File: src/common/cog_evt_defines.svh
`ifndef COG_EVT_DEFINES_SVH
`define COG_EVT_DEFINES_SVH

// ------------------------------------------------------------
// register byte offsets
// ------------------------------------------------------------
`define OFS_RISE_SRC_EN   8'h00
`define OFS_RISE_MODE     8'h04
`define OFS_FALL_SRC_EN   8'h08
`define OFS_FALL_MODE     8'h0c
`define OFS_SHUTDOWN_CTL  8'h10
`define OFS_SHUTDOWN_SRC  8'h14
`define OFS_RISE_PHASE    8'h18
`define OFS_FALL_PHASE    8'h1c
`define OFS_POLARITY      8'h20
`define OFS_INPUT_STATUS  8'h24

// ------------------------------------------------------------
// shutdown_control field positions
// ------------------------------------------------------------
`define SDC_STATUS_BIT    7
`define SDC_RESTART_BIT   6
`define SDC_BD_HI         5
`define SDC_BD_LO         4
`define SDC_AC_HI         3
`define SDC_AC_LO         2

// ------------------------------------------------------------
// override level encodings
// ------------------------------------------------------------
`define OVR_HIGH          2'b11
`define OVR_LOW           2'b10
`define OVR_FLOAT         2'b01
`define OVR_INACTIVE      2'b00

// ------------------------------------------------------------
// reset values and widths
// ------------------------------------------------------------
`define RST_REG8          8'h00
`define RST_PHASE         6'h00
`define RST_NIBBLE        4'h0
`define PHASE_W           6
`define ADDR_W            8

// ------------------------------------------------------------
// bus responses
// ------------------------------------------------------------
`define RESP_OKAY         2'b00
`define RESP_SLVERR       2'b10

`endif

File: src/common/cog_evt_pkg.sv
package cog_evt_pkg;
   // shutdown controller states, one-hot
   typedef enum logic [2:0] {
      SD_RUN   = 3'b001,
      SD_SHUT  = 3'b010,
      SD_ARMED = 3'b100
   } sd_state_t;

   typedef logic [1:0] axi_resp_t;
endpackage

File: src/logic/cog_event_shutdown.sv
// Chosen here: the placing of the registers and the AXI4-Lite register port.
`include "cog_evt_defines.svh"

module cog_event_shutdown
   import cog_evt_pkg::*;
(
   input  wire logic       I_CLK,
   input  wire logic       I_ARST_N,
   input  wire logic       I_CE,
   // event and shutdown sources
   input  wire logic       I_NUMERIC_OSC_OUTPUT,
   input  wire logic       I_THIRD_PULSE_WIDTH_OUTPUT,
   input  wire logic       I_CAPTURE_UNIT2_OUTPUT,
   input  wire logic       I_CAPTURE_UNIT1_OUTPUT,
   input  wire logic       I_LOGIC_CELL1_OUTPUT,
   input  wire logic       I_COMPARATOR2_OUTPUT,
   input  wire logic       I_COMPARATOR1_OUTPUT,
   input  wire logic       I_SELECTED_PIN,
   input  wire logic       I_LOGIC_CELL2_OUTPUT,
   // waveforms from the dead-band and steering stage
   input  wire logic       I_WAVE_A,
   input  wire logic       I_WAVE_B,
   input  wire logic       I_WAVE_C,
   input  wire logic       I_WAVE_D,
   // generator outputs
   output logic            O_OUTPUT_A,
   output logic            O_OUTPUT_A_OE,
   output logic            O_OUTPUT_B,
   output logic            O_OUTPUT_B_OE,
   output logic            O_OUTPUT_C,
   output logic            O_OUTPUT_C_OE,
   output logic            O_OUTPUT_D,
   output logic            O_OUTPUT_D_OE,
   output logic            O_RISE_EVENT,
   output logic            O_FALL_EVENT,
   output logic            O_SHUTDOWN_ACTIVE,
   // axi4-lite slave
   input  wire logic [7:0] I_S_AXI_AWADDR,
   input  wire logic       I_S_AXI_AWVALID,
   output logic            O_S_AXI_AWREADY,
   input  wire logic [31:0] I_S_AXI_WDATA,
   input  wire logic [3:0] I_S_AXI_WSTRB,
   input  wire logic       I_S_AXI_WVALID,
   output logic            O_S_AXI_WREADY,
   output logic [1:0]      O_S_AXI_BRESP,
   output logic            O_S_AXI_BVALID,
   input  wire logic       I_S_AXI_BREADY,
   input  wire logic [7:0] I_S_AXI_ARADDR,
   input  wire logic       I_S_AXI_ARVALID,
   output logic            O_S_AXI_ARREADY,
   output logic [31:0]     O_S_AXI_RDATA,
   output logic [1:0]      O_S_AXI_RRESP,
   output logic            O_S_AXI_RVALID,
   input  wire logic       I_S_AXI_RREADY
);

   // ------------------------------------------------------------
   // decode helpers
   // ------------------------------------------------------------
   function automatic logic is_mapped(input logic [7:0] addr);
      is_mapped = (addr[1:0] == 2'b00) && (addr <= `OFS_INPUT_STATUS);
   endfunction

   // returns {output enable, level} for one pin
   function automatic logic [1:0] pin_drive(input logic [1:0] lvl, input logic pol,
                                            input logic wave, input logic sd);
      pin_drive = {1'b1, wave ^ pol};
      if (sd) begin
         case (lvl)
            `OVR_HIGH:  pin_drive = 2'b11;
            `OVR_LOW:   pin_drive = 2'b10;
            `OVR_FLOAT: pin_drive = 2'b00;
            default:    pin_drive = {1'b1, pol};
         endcase
      end
   endfunction

   // ------------------------------------------------------------
   // register storage
   // ------------------------------------------------------------
   logic [7:0] rise_source_enable_q;
   logic [7:0] rise_mode_bit_q;
   logic [7:0] fall_source_enable_q;
   logic [7:0] fall_mode_bit_q;
   logic       auto_restart_enable_q;
   logic [1:0] pair_bd_override_level_q;
   logic [1:0] pair_ac_override_level_q;
   logic [3:0] shutdown_source_enables_q;
   logic [5:0] rise_phase_delay_q;
   logic [5:0] fall_phase_delay_q;
   logic [3:0] polarity_q;
   sd_state_t  sd_state_q;

   // ------------------------------------------------------------
   // axi4-lite write channel
   // ------------------------------------------------------------
   logic        aw_have_q;
   logic        w_have_q;
   logic [7:0]  aw_addr_q;
   logic [31:0] w_data_q;
   logic [3:0]  w_strb_q;
   logic        bvalid_q;
   axi_resp_t   bresp_q;
   logic        do_write;
   logic        wr_en;

   assign O_S_AXI_AWREADY = I_CE && !aw_have_q && !bvalid_q; // low while frozen, no lost beat
   assign O_S_AXI_WREADY = I_CE && !w_have_q && !bvalid_q;
   assign O_S_AXI_BVALID = bvalid_q;
   assign O_S_AXI_BRESP = bresp_q;
   assign do_write = aw_have_q && w_have_q && !bvalid_q;
   // registers are at most eight bits wide, so only the low byte lane matters
   assign wr_en = do_write && w_strb_q[0] && is_mapped(aw_addr_q);

   always_ff @(posedge I_CLK or negedge I_ARST_N) begin
      if (!I_ARST_N) begin
         aw_have_q <= 1'b0;
         w_have_q <= 1'b0;
         aw_addr_q <= 8'h00;
         w_data_q <= 32'h0000_0000;
         w_strb_q <= 4'h0;
         bvalid_q <= 1'b0;
         bresp_q <= `RESP_OKAY;
      end else if (I_CE) begin
         if (I_S_AXI_AWVALID && O_S_AXI_AWREADY) begin
            aw_have_q <= 1'b1;
            aw_addr_q <= I_S_AXI_AWADDR;
         end
         if (I_S_AXI_WVALID && O_S_AXI_WREADY) begin
            w_have_q <= 1'b1;
            w_data_q <= I_S_AXI_WDATA;
            w_strb_q <= I_S_AXI_WSTRB;
         end
         if (do_write) begin
            aw_have_q <= 1'b0;
            w_have_q <= 1'b0;
            bvalid_q <= 1'b1;
            bresp_q <= is_mapped(aw_addr_q) ? `RESP_OKAY : `RESP_SLVERR;
         end else if (bvalid_q && I_S_AXI_BREADY) begin
            bvalid_q <= 1'b0;
         end
      end
   end

   // ------------------------------------------------------------
   // axi4-lite read channel
   // ------------------------------------------------------------
   logic [31:0] rdata_q;
   logic        rvalid_q;
   axi_resp_t   rresp_q;
   logic [7:0]  rd_byte;
   logic [7:0]  src_vec;
   logic [7:0]  sd_ctl_view;

   assign O_S_AXI_ARREADY = I_CE && !rvalid_q;
   assign O_S_AXI_RVALID = rvalid_q;
   assign O_S_AXI_RDATA = rdata_q;
   assign O_S_AXI_RRESP = rresp_q;

   // status reads 1 only in the shut state, armed reads 0
   assign sd_ctl_view = {sd_state_q == SD_SHUT, auto_restart_enable_q,
                         pair_bd_override_level_q, pair_ac_override_level_q,
                         2'b00};

   always_comb begin
      case (I_S_AXI_ARADDR)
         `OFS_RISE_SRC_EN:  rd_byte = rise_source_enable_q;
         `OFS_RISE_MODE:    rd_byte = rise_mode_bit_q;
         `OFS_FALL_SRC_EN:  rd_byte = fall_source_enable_q;
         `OFS_FALL_MODE:    rd_byte = fall_mode_bit_q;
         `OFS_SHUTDOWN_CTL: rd_byte = sd_ctl_view;
         `OFS_SHUTDOWN_SRC: rd_byte = {4'h0, shutdown_source_enables_q};
         `OFS_RISE_PHASE:   rd_byte = {2'b00, rise_phase_delay_q};
         `OFS_FALL_PHASE:   rd_byte = {2'b00, fall_phase_delay_q};
         `OFS_POLARITY:     rd_byte = {4'h0, polarity_q};
         `OFS_INPUT_STATUS: rd_byte = src_vec;
         default:           rd_byte = 8'h00;
      endcase
   end

   always_ff @(posedge I_CLK or negedge I_ARST_N) begin
      if (!I_ARST_N) begin
         rdata_q <= 32'h0000_0000;
         rvalid_q <= 1'b0;
         rresp_q <= `RESP_OKAY;
      end else if (I_CE) begin
         if (I_S_AXI_ARVALID && O_S_AXI_ARREADY) begin
            rvalid_q <= 1'b1;
            rdata_q <= {24'h00_0000, rd_byte};
            rresp_q <= is_mapped(I_S_AXI_ARADDR) ? `RESP_OKAY : `RESP_SLVERR;
         end else if (rvalid_q && I_S_AXI_RREADY) begin
            rvalid_q <= 1'b0;
         end
      end
   end

   // ------------------------------------------------------------
   // control registers
   // ------------------------------------------------------------
   always_ff @(posedge I_CLK or negedge I_ARST_N) begin
      if (!I_ARST_N) begin
         rise_source_enable_q <= `RST_REG8;
         rise_mode_bit_q <= `RST_REG8;
         fall_source_enable_q <= `RST_REG8;
         fall_mode_bit_q <= `RST_REG8;
         auto_restart_enable_q <= 1'b0;
         pair_bd_override_level_q <= `OVR_INACTIVE;
         pair_ac_override_level_q <= `OVR_INACTIVE;
         shutdown_source_enables_q <= `RST_NIBBLE;
         rise_phase_delay_q <= `RST_PHASE;
         fall_phase_delay_q <= `RST_PHASE;
         polarity_q <= `RST_NIBBLE;
      end else if (I_CE && wr_en) begin
         case (aw_addr_q)
            `OFS_RISE_SRC_EN: rise_source_enable_q <= w_data_q[7:0];
            `OFS_RISE_MODE:   rise_mode_bit_q <= w_data_q[7:0];
            `OFS_FALL_SRC_EN: fall_source_enable_q <= w_data_q[7:0];
            `OFS_FALL_MODE:   fall_mode_bit_q <= w_data_q[7:0];
            `OFS_SHUTDOWN_CTL: begin
               auto_restart_enable_q <= w_data_q[`SDC_RESTART_BIT];
               pair_bd_override_level_q <= w_data_q[`SDC_BD_HI:`SDC_BD_LO];
               pair_ac_override_level_q <= w_data_q[`SDC_AC_HI:`SDC_AC_LO];
            end
            `OFS_SHUTDOWN_SRC: shutdown_source_enables_q <= w_data_q[3:0];
            `OFS_RISE_PHASE:   rise_phase_delay_q <= w_data_q[5:0];
            `OFS_FALL_PHASE:   fall_phase_delay_q <= w_data_q[5:0];
            `OFS_POLARITY:     polarity_q <= w_data_q[3:0];
            default: ;
         endcase
      end
   end

   // ------------------------------------------------------------
   // event qualification
   // ------------------------------------------------------------
   // bit order matches the enable and mode registers
   assign src_vec = {I_NUMERIC_OSC_OUTPUT, I_THIRD_PULSE_WIDTH_OUTPUT,
                     I_CAPTURE_UNIT2_OUTPUT, I_CAPTURE_UNIT1_OUTPUT,
                     I_LOGIC_CELL1_OUTPUT, I_COMPARATOR2_OUTPUT,
                     I_COMPARATOR1_OUTPUT, I_SELECTED_PIN};

   logic [7:0] src_q;
   logic [7:0] dir_en [2];
   logic [7:0] dir_mode [2];
   logic [5:0] dir_delay [2];
   logic [1:0] evt_q;

   assign dir_en[0] = rise_source_enable_q;
   assign dir_en[1] = fall_source_enable_q;
   assign dir_mode[0] = rise_mode_bit_q;
   assign dir_mode[1] = fall_mode_bit_q;
   assign dir_delay[0] = rise_phase_delay_q;
   assign dir_delay[1] = fall_phase_delay_q;

   always_ff @(posedge I_CLK or negedge I_ARST_N) begin
      if (!I_ARST_N) begin
         src_q <= 8'h00;
      end else if (I_CE) begin
         src_q <= src_vec;
      end
   end

   // direction 0 is rising, direction 1 is falling (sources inverted)
   for (genvar d = 0; d < 2; d++) begin : g_dir
      logic [7:0] act;
      logic [7:0] act_prev;
      logic       level_hit;
      logic       edge_hit;
      logic       fire;
      logic       busy_q;
      logic [5:0] cnt_q;

      assign act = (d == 0) ? src_vec : ~src_vec;
      assign act_prev = (d == 0) ? src_q : ~src_q;
      // level mode acts at once, enable gates both modes
      assign level_hit = |(dir_en[d] & ~dir_mode[d] & act);
      // edge mode: a new transition on any enabled source
      assign edge_hit = |(dir_en[d] & dir_mode[d] & act & ~act_prev);
      assign fire = (busy_q && cnt_q == 6'h01) ||
                    (!busy_q && edge_hit && dir_delay[d] == 6'h00);

      // an edge seen while a delay is running is absorbed by that delay
      always_ff @(posedge I_CLK or negedge I_ARST_N) begin
         if (!I_ARST_N) begin
            busy_q <= 1'b0;
            cnt_q <= `RST_PHASE;
         end else if (I_CE) begin
            if (busy_q) begin
               cnt_q <= cnt_q - 6'h01;
               if (cnt_q == 6'h01) begin
                  busy_q <= 1'b0;
               end
            end else if (edge_hit && dir_delay[d] != 6'h00) begin
               busy_q <= 1'b1;
               cnt_q <= dir_delay[d];
            end
         end
      end

      always_ff @(posedge I_CLK or negedge I_ARST_N) begin
         if (!I_ARST_N) begin
            evt_q[d] <= 1'b0;
         end else if (I_CE) begin
            evt_q[d] <= level_hit || fire;
         end
      end
   end

   assign O_RISE_EVENT = evt_q[0];
   assign O_FALL_EVENT = evt_q[1];

   // ------------------------------------------------------------
   // shutdown controller
   // ------------------------------------------------------------
   logic sd_hit;
   logic sd_status_wr;

   // a low level on any enabled source forces shutdown
   assign sd_hit = |(shutdown_source_enables_q &
                     ~{I_LOGIC_CELL2_OUTPUT, I_COMPARATOR2_OUTPUT,
                       I_COMPARATOR1_OUTPUT, I_SELECTED_PIN});
   assign sd_status_wr = wr_en && aw_addr_q == `OFS_SHUTDOWN_CTL;

   // reset lands in armed: status reads 0 but outputs stay overridden
   // until the first rising event, so start-up is always synchronous
   always_ff @(posedge I_CLK or negedge I_ARST_N) begin
      if (!I_ARST_N) begin
         sd_state_q <= SD_ARMED;
      end else if (I_CE) begin
         if (sd_hit) begin
            sd_state_q <= SD_SHUT; // hardware set beats software clear
         end else begin
            case (sd_state_q)
               SD_RUN: begin
                  if (sd_status_wr && w_data_q[`SDC_STATUS_BIT]) begin
                     sd_state_q <= SD_SHUT;
                  end
               end
               SD_SHUT: begin
                  if (sd_status_wr && !w_data_q[`SDC_STATUS_BIT]) begin
                     sd_state_q <= SD_ARMED;
                  end else if (auto_restart_enable_q &&
                               !(sd_status_wr && w_data_q[`SDC_STATUS_BIT])) begin
                     sd_state_q <= SD_ARMED;
                  end
               end
               SD_ARMED: begin
                  if (sd_status_wr && w_data_q[`SDC_STATUS_BIT]) begin
                     sd_state_q <= SD_SHUT;
                  end else if (evt_q[0]) begin
                     sd_state_q <= SD_RUN;
                  end
               end
               default: sd_state_q <= SD_SHUT;
            endcase
         end
      end
   end

   // ------------------------------------------------------------
   // output override
   // ------------------------------------------------------------
   logic [3:0] out_q;
   logic [3:0] oe_q;
   logic [3:0] wave;
   logic       sd_active;

   assign wave = {I_WAVE_D, I_WAVE_C, I_WAVE_B, I_WAVE_A};
   assign sd_active = sd_state_q != SD_RUN;

   // bits 0 and 2 are the a/c pair, bits 1 and 3 the b/d pair
   always_ff @(posedge I_CLK or negedge I_ARST_N) begin
      if (!I_ARST_N) begin
         out_q <= 4'h0;
         oe_q <= 4'h0;
      end else if (I_CE) begin
         for (int i = 0; i < 4; i++) begin
            {oe_q[i], out_q[i]} <= pin_drive(i[0] ? pair_bd_override_level_q
                                                  : pair_ac_override_level_q,
                                             polarity_q[i], wave[i],
                                             sd_active);
         end
      end
   end

   assign O_OUTPUT_A = out_q[0];
   assign O_OUTPUT_B = out_q[1];
   assign O_OUTPUT_C = out_q[2];
   assign O_OUTPUT_D = out_q[3];
   assign O_OUTPUT_A_OE = oe_q[0];
   assign O_OUTPUT_B_OE = oe_q[1];
   assign O_OUTPUT_C_OE = oe_q[2];
   assign O_OUTPUT_D_OE = oe_q[3];
   assign O_SHUTDOWN_ACTIVE = sd_active;

endmodule

File: config.mk
export PLATFORM = sky130hd
export DESIGN_NAME = cog_event_shutdown
export DESIGN_NICKNAME = d
export VERILOG_FILES = /design/src/common/cog_evt_pkg.sv /design/src/logic/cog_event_shutdown.sv
export VERILOG_INCLUDE_DIRS = /design/src /design/src/common
export SDC_FILE = /design/constraint.sdc
export NUM_CORES = 1
export LEC_CHECK = 0
export BUFFER_PORTS_ARGS = -buffer_cell sky130_fd_sc_hd__clkbuf_2
export CORE_MARGIN = 2
export CORE_UTILIZATION = 30
export DETAILED_ROUTE_END_ITERATION = 16
export GPL_TIMING_DRIVEN = 0
export PLACE_DENSITY = 0.5
export SLEW_MARGIN = 40
export SYNTH_ARGS = -nofsm -noshare
export SYNTH_HDL_FRONTEND = slang
export SYNTH_SLANG_ARGS = --single-unit
File: constraint.sdc
create_clock -name I_CLK -period 2.5 [get_ports I_CLK]
set_input_delay 0.125 -clock I_CLK [delete_from_list [all_inputs] [get_ports I_CLK]]
set_output_delay 0.125 -clock I_CLK [all_outputs]
set_load 0.02 [all_outputs]
**After elaboration in Yosys (flattened, before gate mapping)**

Index checks and enable logic that the tools add are counted.

- Register bits after elaboration: 125
- Output and inout port bits: 52
- Word-level logic and storage cells: 204

- Add/subtract/negate cells: 2
- $lt $le $gt $ge: 2
- Eq/ne operators: 32
- Mux-type cells: 36
- Bitwise logic cells: 21
- Reductions and logical operators: 80

Operators by type and width:

| kind | count |
|---|---|
| 8-bit AND | 10 |
| 8-bit one-hot mux with 10 select lines | 1 |
| 8-bit by 5-bit equality test with 1-bit output, second input constant | 8 |
| 8-bit inverter | 5 |
| 2-bit AND reduction | 19 |
| 8-bit by 4-bit equality test with 1-bit output, second input constant | 4 |
| 8-bit OR reduction | 4 |
| 1-bit logical AND | 29 |
| 8-bit by 6-bit equality test with 1-bit output, second input constant | 3 |
| 6-bit two-way mux | 4 |
| 2-bit one-hot mux with 3 select lines | 4 |
| 3-bit two-way mux | 6 |
| 8-bit by 3-bit equality test with 1-bit output, second input constant | 2 |
| 8-bit by 6-bit less-or-equal comparator with 1-bit output, second input constant | 2 |
| 8-bit logical NOT | 2 |
| 1-bit two-way mux | 14 |
| 6-bit by 1-bit equality test with 1-bit output, second input constant | 2 |
| 6-bit logical NOT | 2 |
| 2-bit two-way mux | 6 |
| 2-bit nonzero test | 6 |
| 6-bit nonzero test | 2 |
| 6-bit by 1-bit subtractor with 6-bit output, second input constant | 2 |
| 3-bit one-hot mux with 3 select lines | 1 |
| 2-bit equality test, second input constant | 4 |
| 16 further kinds | 31 |

**Logic depth before layout (Yosys ltp)**

Gate-level depths: netlist (run 1).

- Depth in word-level cells: 12
- Mapped depth: 8

**Least setup slack after synthesis (run 1)**

OpenSTA, ideal clock, no wires.

- Path type: register to register
- From: register bvalid_q (netlist: O_S_AXI_BVALID)
- To: register w_data_q[0]
- Library setup time: 125 ps
- Arrival time: 1852 ps
- Data required time: 2375 ps
- Path slack: 523 ps
- Cell stages (with the launch flop): 6
- Buffers on the path: 1
- Clock period less this slack: 1977 ps
- Path through: dfrtp_1 -> nand2b_1 -> nor2_1 -> and2_1 -> clkbuf_1 -> mux2_2

- Cells in the longest elaborated chain, start to end: 4

Ends and longest elaborated chain:

| item | line | source |
|---|---|---|
| start, declared | cog_event_shutdown.sv:102 | `logic bvalid_q;` |
| start signal, assigned | cog_event_shutdown.sv:122 | `bvalid_q <= 1'b0;` |
| start signal, assigned | cog_event_shutdown.sv:137 | `bvalid_q <= 1'b1;` |
| start signal, assigned | cog_event_shutdown.sv:140 | `bvalid_q <= 1'b0;` |
| 1-bit logical NOT | cog_event_shutdown.sv:108 | `assign O_S_AXI_WREADY = I_CE && !w_have_q && !bvalid_q;` |
| 1-bit logical AND | cog_event_shutdown.sv:108 |  |
| via O_S_AXI_WREADY | cog_event_shutdown.sv:44 | `output logic O_S_AXI_WREADY,` |
| 1-bit logical AND | cog_event_shutdown.sv:129 | `if (I_S_AXI_WVALID && O_S_AXI_WREADY) begin` |
| 2-bit AND reduction (no line) | - |  |
| end signal, assigned | cog_event_shutdown.sv:120 | `w_data_q <= 32'h0000_0000;` |
| end signal, assigned | cog_event_shutdown.sv:131 | `w_data_q <= I_S_AXI_WDATA;` |
| end, declared | cog_event_shutdown.sv:100 | `logic [31:0] w_data_q;` |

The timed path passes the listed nets, and every way through them passes these cells.
A chain may end at the register's enable or synchronous reset.

**Worst setup path in the final report (run 1)**

- From: register bvalid_q (netlist: O_S_AXI_BVALID)
- To: register rise_source_enable_q[6]

- Cells in the longest elaborated chain, start to end: 6

Ends and longest elaborated chain:

| item | line | source |
|---|---|---|
| 1-bit logical NOT | cog_event_shutdown.sv:111 | `assign do_write = aw_have_q && w_have_q && !bvalid_q;` |
| 1-bit logical AND | cog_event_shutdown.sv:111 |  |
| 1-bit logical AND (2 in a row) | cog_event_shutdown.sv:113 | `assign wr_en = do_write && w_strb_q[0] && is_mapped(aw_addr_q);` |
| 1-bit logical AND | cog_event_shutdown.sv:213 | `end else if (I_CE && wr_en) begin` |
| 2-bit AND reduction (no line) | - |  |
| end signal, assigned | cog_event_shutdown.sv:202 | `` rise_source_enable_q <= `RST_REG8; `` |
| end signal, assigned | cog_event_shutdown.sv:215 | `` `OFS_RISE_SRC_EN: rise_source_enable_q <= w_data_q[7:0]; `` |
| end, declared | cog_event_shutdown.sv:81 | `logic [7:0] rise_source_enable_q;` |

Every way passes these cells.

==> results of run 1 <==
==> how the worst max path moves through the flow <==
stage                     cells past startpoint                       to      startpoint
after floorplan                               5              w_data_q[0]  O_S_AXI_BVALID
after global placement                        1                  oe_q[2]        I_ARST_N
after detailed placement                      6  rise_source_enable_q[2]            I_CE
after CTS                                     5  rise_source_enable_q[2]  O_S_AXI_BVALID
after global routing                          5  rise_source_enable_q[2]  O_S_AXI_BVALID
final                                         5  rise_source_enable_q[6]  O_S_AXI_BVALID
==> sequential cells by signal, indices dropped and copies added, names as in the netlist, 4 cells and up <==
name,flops
g_dir.cnt_q,12
O_S_AXI_RDATA,8
aw_addr_q,8
fall_mode_bit_q,8
fall_source_enable_q,8
g_dir.act_prev,8
rise_mode_bit_q,8
rise_source_enable_q,8
w_data_q,8
fall_phase_delay_q,6
rise_phase_delay_q,6
out_q,4
polarity_q,4
shutdown_source_enables_q,4
==> kinds of logic after synthesis <==
family,Yosys count,share of synthesized area [%]
other cells,1,0.0582
flops,121,47.0
mux,106,18.1
simple gates,204,16.9
buf+inv,69,5.96
fa+ha+maj,4,0.777
compound gates,108,11.3
==> cell type report <==
class	count	share of cell area [%]
multi-input combinational	448	38.6
sequential	121	37.3
timing repair buffer	91	7.42
clock buffer	25	6.60
tap	275	4.24
buffer	52	3.95
clock inverter	6	1.03
inverter	17	0.787
==> Yosys cell counts, drive strengths merged, types with 5 or more instances <==
master | instances | area share [%]
nor2b | 6 | 0.58
clkbuf | 12 | 0.70
a21oi | 17 | 1.3
nand3 | 26 | 2.1
nor3 | 15 | 1.2
o32ai | 6 | 0.82
nor3b | 7 | 0.82
nand4b | 5 | 0.68
dfrtp | 120 | 47
mux2i | 24 | 3.7
nand2 | 57 | 3.3
inv | 17 | 0.99
or3 | 9 | 0.87
buf | 40 | 4.3
a31oi | 10 | 1.1
o21ai | 23 | 1.8
a211oi | 8 | 0.93
mux2 | 82 | 14
nand2b | 16 | 1.6
o22ai | 14 | 1.4
nor2 | 36 | 2.2
==> routing by layer <==
layer	GRT usage, %	wire length (µm)
met5	0	0
met4	6.50	421
met3	3.27	996
met2	28.9	9300
met1	22.5	8230
==> per-stage QoR <==
step | hold slack [ns] | setup WS, ns | utilization, % | power, W | std cells
6_report | 0.0321 | 0.261 | 38.6 | 0.00634 | 1035
5_1_grt | 0.0362 | 0.0689 | 38.6 | 0.00665 | 1035
4_1_cts | 0.0195 | 0.232 | 38.6 | 0.00638 | 1035
3_5_place_dp | 0.0671 | 0.250 | 34.7 | 0.00382 | 984
3_3_place_gp | 0.358 | -0.553 | 34.4 | 0.00376 | 982
2_1_floorplan | -0.171 | 0.523 | - | 0.00330 | 638
==> critical path: cells and delay by family (launching register included) <==
family	cells	cell delay, ns
muxes	1	0.40
and+or+nand+nor	4	1.28
DFF	1	0.44
==> power breakdown <==
part           switching [W]  leakage, nW  internal, W
Sequential          0.000388         1.54      0.00224
Combinational       0.000654         1.79     0.000519
Clock               0.000865        0.311      0.00167
==> impl_metrics.json, run 1 <==
{
  "number_of_standard_cell_rows_in_the_floorplan": 53,
  "p_per_area_nw_per_um2": 782,
  "route.vias.total": 5256,
  "finish.instance_area_um2": 8110,
  "grt_antenna_before_repair": 0,
  "number_of_top_level_design_ports": 125,
  "dr.first_iter.drc_count": 319,
  "final_common_cell": "sky130_fd_sc_hd__dfrtp_1",
  "synth_async_sr_flop_share_pct": 100,
  "report.final.hold_viol_count": 0,
  "number_of_flops_mapped_to_enable_cells_by_yosys": 0,
  "post_synth_num_cell_types": 65,
  "period_needed_ns": 2.24,
  "cellLeakagePower_nw": 3.64,
  "path_cells": "nand4b_1 -> nor2_1 -> nand3_1 -> nor2_2 -> mux2_2",
  "finalCritPeriodShare_pct": 89.6,
  "first_pass_iters": 5,
  "area_of_all_sequential_standard_cells_um2": 3030,
  "ys_ff_latch": 121,
  "timing_worst_slew_pin_value_ns": 0.807,
  "clk_path_buf_depth": 2,
  "worst_hold_path.num_cells": 2,
  "dieHeight_um": 151,
  "initial_utilization_pct": 30.7,
  "clockRootBuffer": "sky130_fd_sc_hd__clkbuf_16",
  "clkLatencyLatePin_ns": 0.42,
  "fill_cells": 2036,
  "drv.max_cap_violation_count": 0,
  "multiInputGateArea_um2": 3130,
  "cp.required_ns": 2.80,
  "placement.cell_area_um2": 7280,
  "cts.reportedPaths.clkPinSlew_ns": 0.06,
  "number_of_cells_upsized_or_downsized_after_cts": 0,
  "cts-htree-levels": 4,
  "route.antenna.remaining_nets": 0,
  "cts_setup_buffers": 0,
  "final-setup-viol-count": 0,
  "timing_max_transition_violations_final": 0,
  "detail_route.vias_per_cell": 5.08,
  "mean_post_synth_cell_area_um2": 10.5,
  "num_antenna_cells": 0,
  "synth_flop_cell": "sky130_fd_sc_hd__dfrtp_1",
  "ys_seq_area_share_pct": 47.0,
  "worst_clock_skew_ns": 0.00574,
  "worst_ep_arrival_time_ns": 2.54,
  "end_kind": "flop",
  "finalSetupTns_ns": 0,
  "final_layout_size_suffix_gt1_share_pct": 31.3,
  "routedWlPerCell_um": 18.3,
  "fmaxAchievable_ghz": 0.447,
  "timing.setup.critical_path_class": "flop to flop",
  "yosysWarningCount": 0,
  "clock_sinks": 121,
  "cts_tree": "yes",
  "critical_path.reg2reg.endpoint": "rise_source_enable_q[6]",
  "outcome": "complete, no violations",
  "unrepaired_setup_endpoints_after_global_routing": "no",
  "core_area_um2": 21000,
  "hold_class": "primary input to flop",
  "cts-buffers-inserted": 17,
  "chipWidth_um": 151,
  "timing.critical_path.from_type": "flop",
  "drt_wl_total_um": 19000,
  "place.port_buffers": 69,
  "gpl.final_weighted_congestion": 0.917,
  "rr_worst_depth": 5,
  "regToRegStartpoint": "O_S_AXI_BVALID",
  "holdBufCountCts": 20,
  "detailedPlacementHpwl_um": 14200,
  "cpMaxStageDelayCell": "sky130_fd_sc_hd__nor2_2",
  "global_route.overflow_total": 0,
  "relative_max_transition_margin_pct": 45.8,
  "hp-start": "I_THIRD_PULSE_WIDTH_OUTPUT",
  "most_frequent_cells_in_the_layout": "sky130_fd_sc_hd__dfrtp_1 (120), sky130_fd_sc_hd__mux2_2 (82), sky130_fd_sc_hd__clkbuf_2 (68)",
  "vdd_ir_drop_max_v": 0.000558,
  "global_route_wire_length_before_repair_um": 29600,
  "grt_use_total_pct": 17.4,
  "largest_fanout_on_the_critical_path": 9,
  "netlist_area_um2": 6440,
  "syn-instance-count": 613,
  "drc_errors": 0,
  "area.growth.synth_to_final_pct": 25.8,
  "setup.reg_to_reg.worst_slack_ns": 0.26,
  "whs_endpoint": "g_dir[0].act_prev[6]",
  "grt_max_degree": 47,
  "grt_pass1_vias": 5241,
  "slowest_stage_delay_on_critical_path_ns": 0.48,
  "die_area_um2": 22700,
  "final_net_count": 825
}
(Power assumes the default switching activity.)
==> run 2, diff against run 1 <==
--- a/config.mk
+++ b/config.mk
@@ -7,7 +7,7 @@
 export NUM_CORES = 1
 export LEC_CHECK = 0
 export BUFFER_PORTS_ARGS = -buffer_cell sky130_fd_sc_hd__clkbuf_2
-export CORE_MARGIN = 2
+export CORE_MARGIN = 3
 export CORE_UTILIZATION = 30
 export DETAILED_ROUTE_END_ITERATION = 16
 export GPL_TIMING_DRIVEN = 0
==> run 2 against run 1 <==
Against the previous run:
- die area grew 2.7%
- sequential cell count is the same
- total power grew 0.64%
- highest routed layer unchanged
==> impl_metrics.json, run 2 (same netlist as run 1, synthesis figures left out) <==
{
  "outcome": "complete, no violations",
  "report.final.hold_viol_count": 0,
  "worstPathBufferInverterCount": 0,
  "clkLatencyLatePin_ns": 0.42,
  "largest_fanout_on_the_critical_path": 9,
  "cpLargestDelayFamily": "simple AND/OR/NAND/NOR gates",
  "hold_class": "primary input to flop",
  "pwr-share-seq_pct": 41.1,
  "p_per_area_nw_per_um2": 790,
  "place.port_buffers": 69,
  "p_sw_w": 0.00193,
  "most_frequent_cells_in_the_layout": "sky130_fd_sc_hd__dfrtp_1 (120), sky130_fd_sc_hd__mux2_2 (82), sky130_fd_sc_hd__clkbuf_2 (68)",
  "path_cells": "nand4b_1 -> nor2_1 -> nand3_1 -> nor2_2 -> mux2_2",
  "relative_max_transition_margin_pct": 40.2,
  "cts_tree": "yes",
  "drt_wl_total_um": 18900,
  "initial_utilization_pct": 31.2,
  "grt_use_total_pct": 16.4,
  "route.antenna.remaining_nets": 0,
  "core_area_um2": 20700,
  "number_of_top_level_design_ports": 125,
  "cellLeakagePower_nw": 3.61,
  "final_net_count": 824,
  "worst_clock_skew_ns": 0.0123,
  "die_area_um2": 23300,
  "route.vias.total": 5118,
  "global_route.overflow_total": 0,
  "grt_pass1_vias": 5370,
  "post_route_worst_hold_slack_ns": 0.0388,
  "cts_setup_buffers": 0,
  "multiInputGateArea_um2": 3130,
  "finalCritPeriodShare_pct": 89.3,
  "first_pass_iters": 5,
  "largest-register": "g_dir.cnt_q",
  "largest_register_ffs": 12,
  "timing_max_transition_violations_final": 0,
  "worst_ep_arrival_time_ns": 2.53,
  "vdd_ir_drop_max_v": 0.000478,
  "timing.setup.critical_path_class": "flop to flop",
  "cts-htree-levels": 4,
  "detail_route.vias_per_cell": 4.97,
  "number_of_standard_cell_rows_in_the_floorplan": 52,
  "drc_errors": 0,
  "clock_sinks": 121,
  "clockRootBuffer": "sky130_fd_sc_hd__clkbuf_16",
  "cpMaxStageDelayCell": "sky130_fd_sc_hd__nor2_2",
  "area.growth.synth_to_final_pct": 25.4,
  "dieHeight_um": 153,
  "final-setup-viol-count": 0,
  "cts.reportedPaths.clkPinSlew_ns": 0.06,
  "final_layout_size_suffix_gt1_share_pct": 30.9,
  "routedWlPerCell_um": 18.3,
  "global_route_wire_length_before_repair_um": 30200,
  "final_common_cell": "sky130_fd_sc_hd__dfrtp_1",
  "end_kind": "flop",
  "net_switching_share_of_the_total_power_pct": 30.3,
  "timing.critical_path.from_type": "flop",
  "timing_worst_slew_pin_value_ns": 0.888,
  "num_antenna_cells": 0,
  "chipWidth_um": 153,
  "finalPower_w": 0.00638,
  "detailedPlacementHpwl_um": 14100,
  "grt_max_degree": 66,
  "area_of_all_sequential_standard_cells_um2": 3030,
  "share_clk_of_total_power_pct": 40.4,
  "dr.first_iter.drc_count": 318,
  "grt_antenna_before_repair": 0,
  "unrepaired_setup_endpoints_after_global_routing": "no",
  "gpl.final_weighted_congestion": 0.878,
  "period_needed_ns": 2.23,
  "clk_path_buf_depth": 2,
  "slowest_stage_delay_on_critical_path_ns": 0.48,
  "fmaxAchievable_ghz": 0.448,
  "internal-power_w": 0.00445,
  "fill_cells": 2106,
  "combinational_power_share_pct": 18.4,
  "drv.max_cap_violation_count": 0,
  "cp.required_ns": 2.79,
  "cts-buffers-inserted": 17
}
## run 2: cell count changes in the layout (fill, tap and decap cells not counted), sizes merged
cell / delta
buf: -1
clkbuf: -5
clkinvlp: +4
bufinv: +2
## run 2: power groups by stage
stage	clock (W)	sequential [W]	combinational, W
global placement	0	0.00265	0.00111
global route	0.00273	0.00268	0.00129
detailed placement	0	0.00266	0.00116
CTS	0.00262	0.00263	0.00119
finish	0.00258	0.00262	0.00118
floorplan	0	0.00253	0.000772
## run 2: area by class of cell
type,instances,area share [%]
Inverter,17,0.790
Clock buffer,20,5.53
Multi-Input combinational cell,448,38.7
Sequential cell,121,37.5
Clock inverter,12,2.15
Tap cell,270,4.18
Timing Repair Buffer,90,7.20
Buffer,52,3.96
## run 2: worst register-to-register path: stages, from the launching register on
cell and delay [ns]:
sky130_fd_sc_hd__dfrtp_1 0.43, sky130_fd_sc_hd__nand4b_1 0.41, sky130_fd_sc_hd__nor2_1 0.19, sky130_fd_sc_hd__nand3_1 0.18, sky130_fd_sc_hd__nor2_2 0.48, sky130_fd_sc_hd__mux2_2 0.40
## run 2: what timing repair did
| item | 4_1_cts | 5_1_grt |
|---|---|---|
| gates resized for setup | 0 | 0 |
| hold buffers | 20 | 0 |
| setup endpoints to repair | 0 | 0 |
| hold endpoints to repair | 75 | 0 |
## run 2: metal layers
metal	GRT usage [%]	wire length, µm
met1	20.5	8170
met2	28.2	9500
met3	3.89	964
met4	5.01	259
met5	0	0
## run 2: stage by stage
step | cell area, µm² | TNS [ns] | instances | setup slack (ns) | utilization (%)
after global placement | 7220 | -67.93 | 977 | -0.577 | 34.9
after detailed placement | 7260 | 0 | 978 | 0.217 | 35.1
after floorplan | 6540 | 0 | 638 | 0.523 | -
after global routing | 8080 | 0 | 1030 | 0.0545 | 39.0
final | 8080 | 0 | 1030 | 0.268 | 39.0
after CTS | 8080 | 0 | 1030 | 0.224 | 39.0
## run 2: final timing paths
check	endpoint	slack [ns]	cells after the start	from
setup / recovery	rise_source_enable_q[6]	0.27	5	O_S_AXI_BVALID
hold / removal	g_dir[0].act_prev[4]	0.04	2	I_CAPTURE_UNIT1_OUTPUT
setup reg to reg	rise_source_enable_q[6]	0.27	5	O_S_AXI_BVALID
hold reg to reg	O_S_AXI_BRESP[1]	0.48	1	O_S_AXI_BRESP[1]
max in group asynchronous	sd_state_q[2]	1.52	3	I_ARST_N
min in group asynchronous	fall_mode_bit_q[3]	0.24	2	I_ARST_N
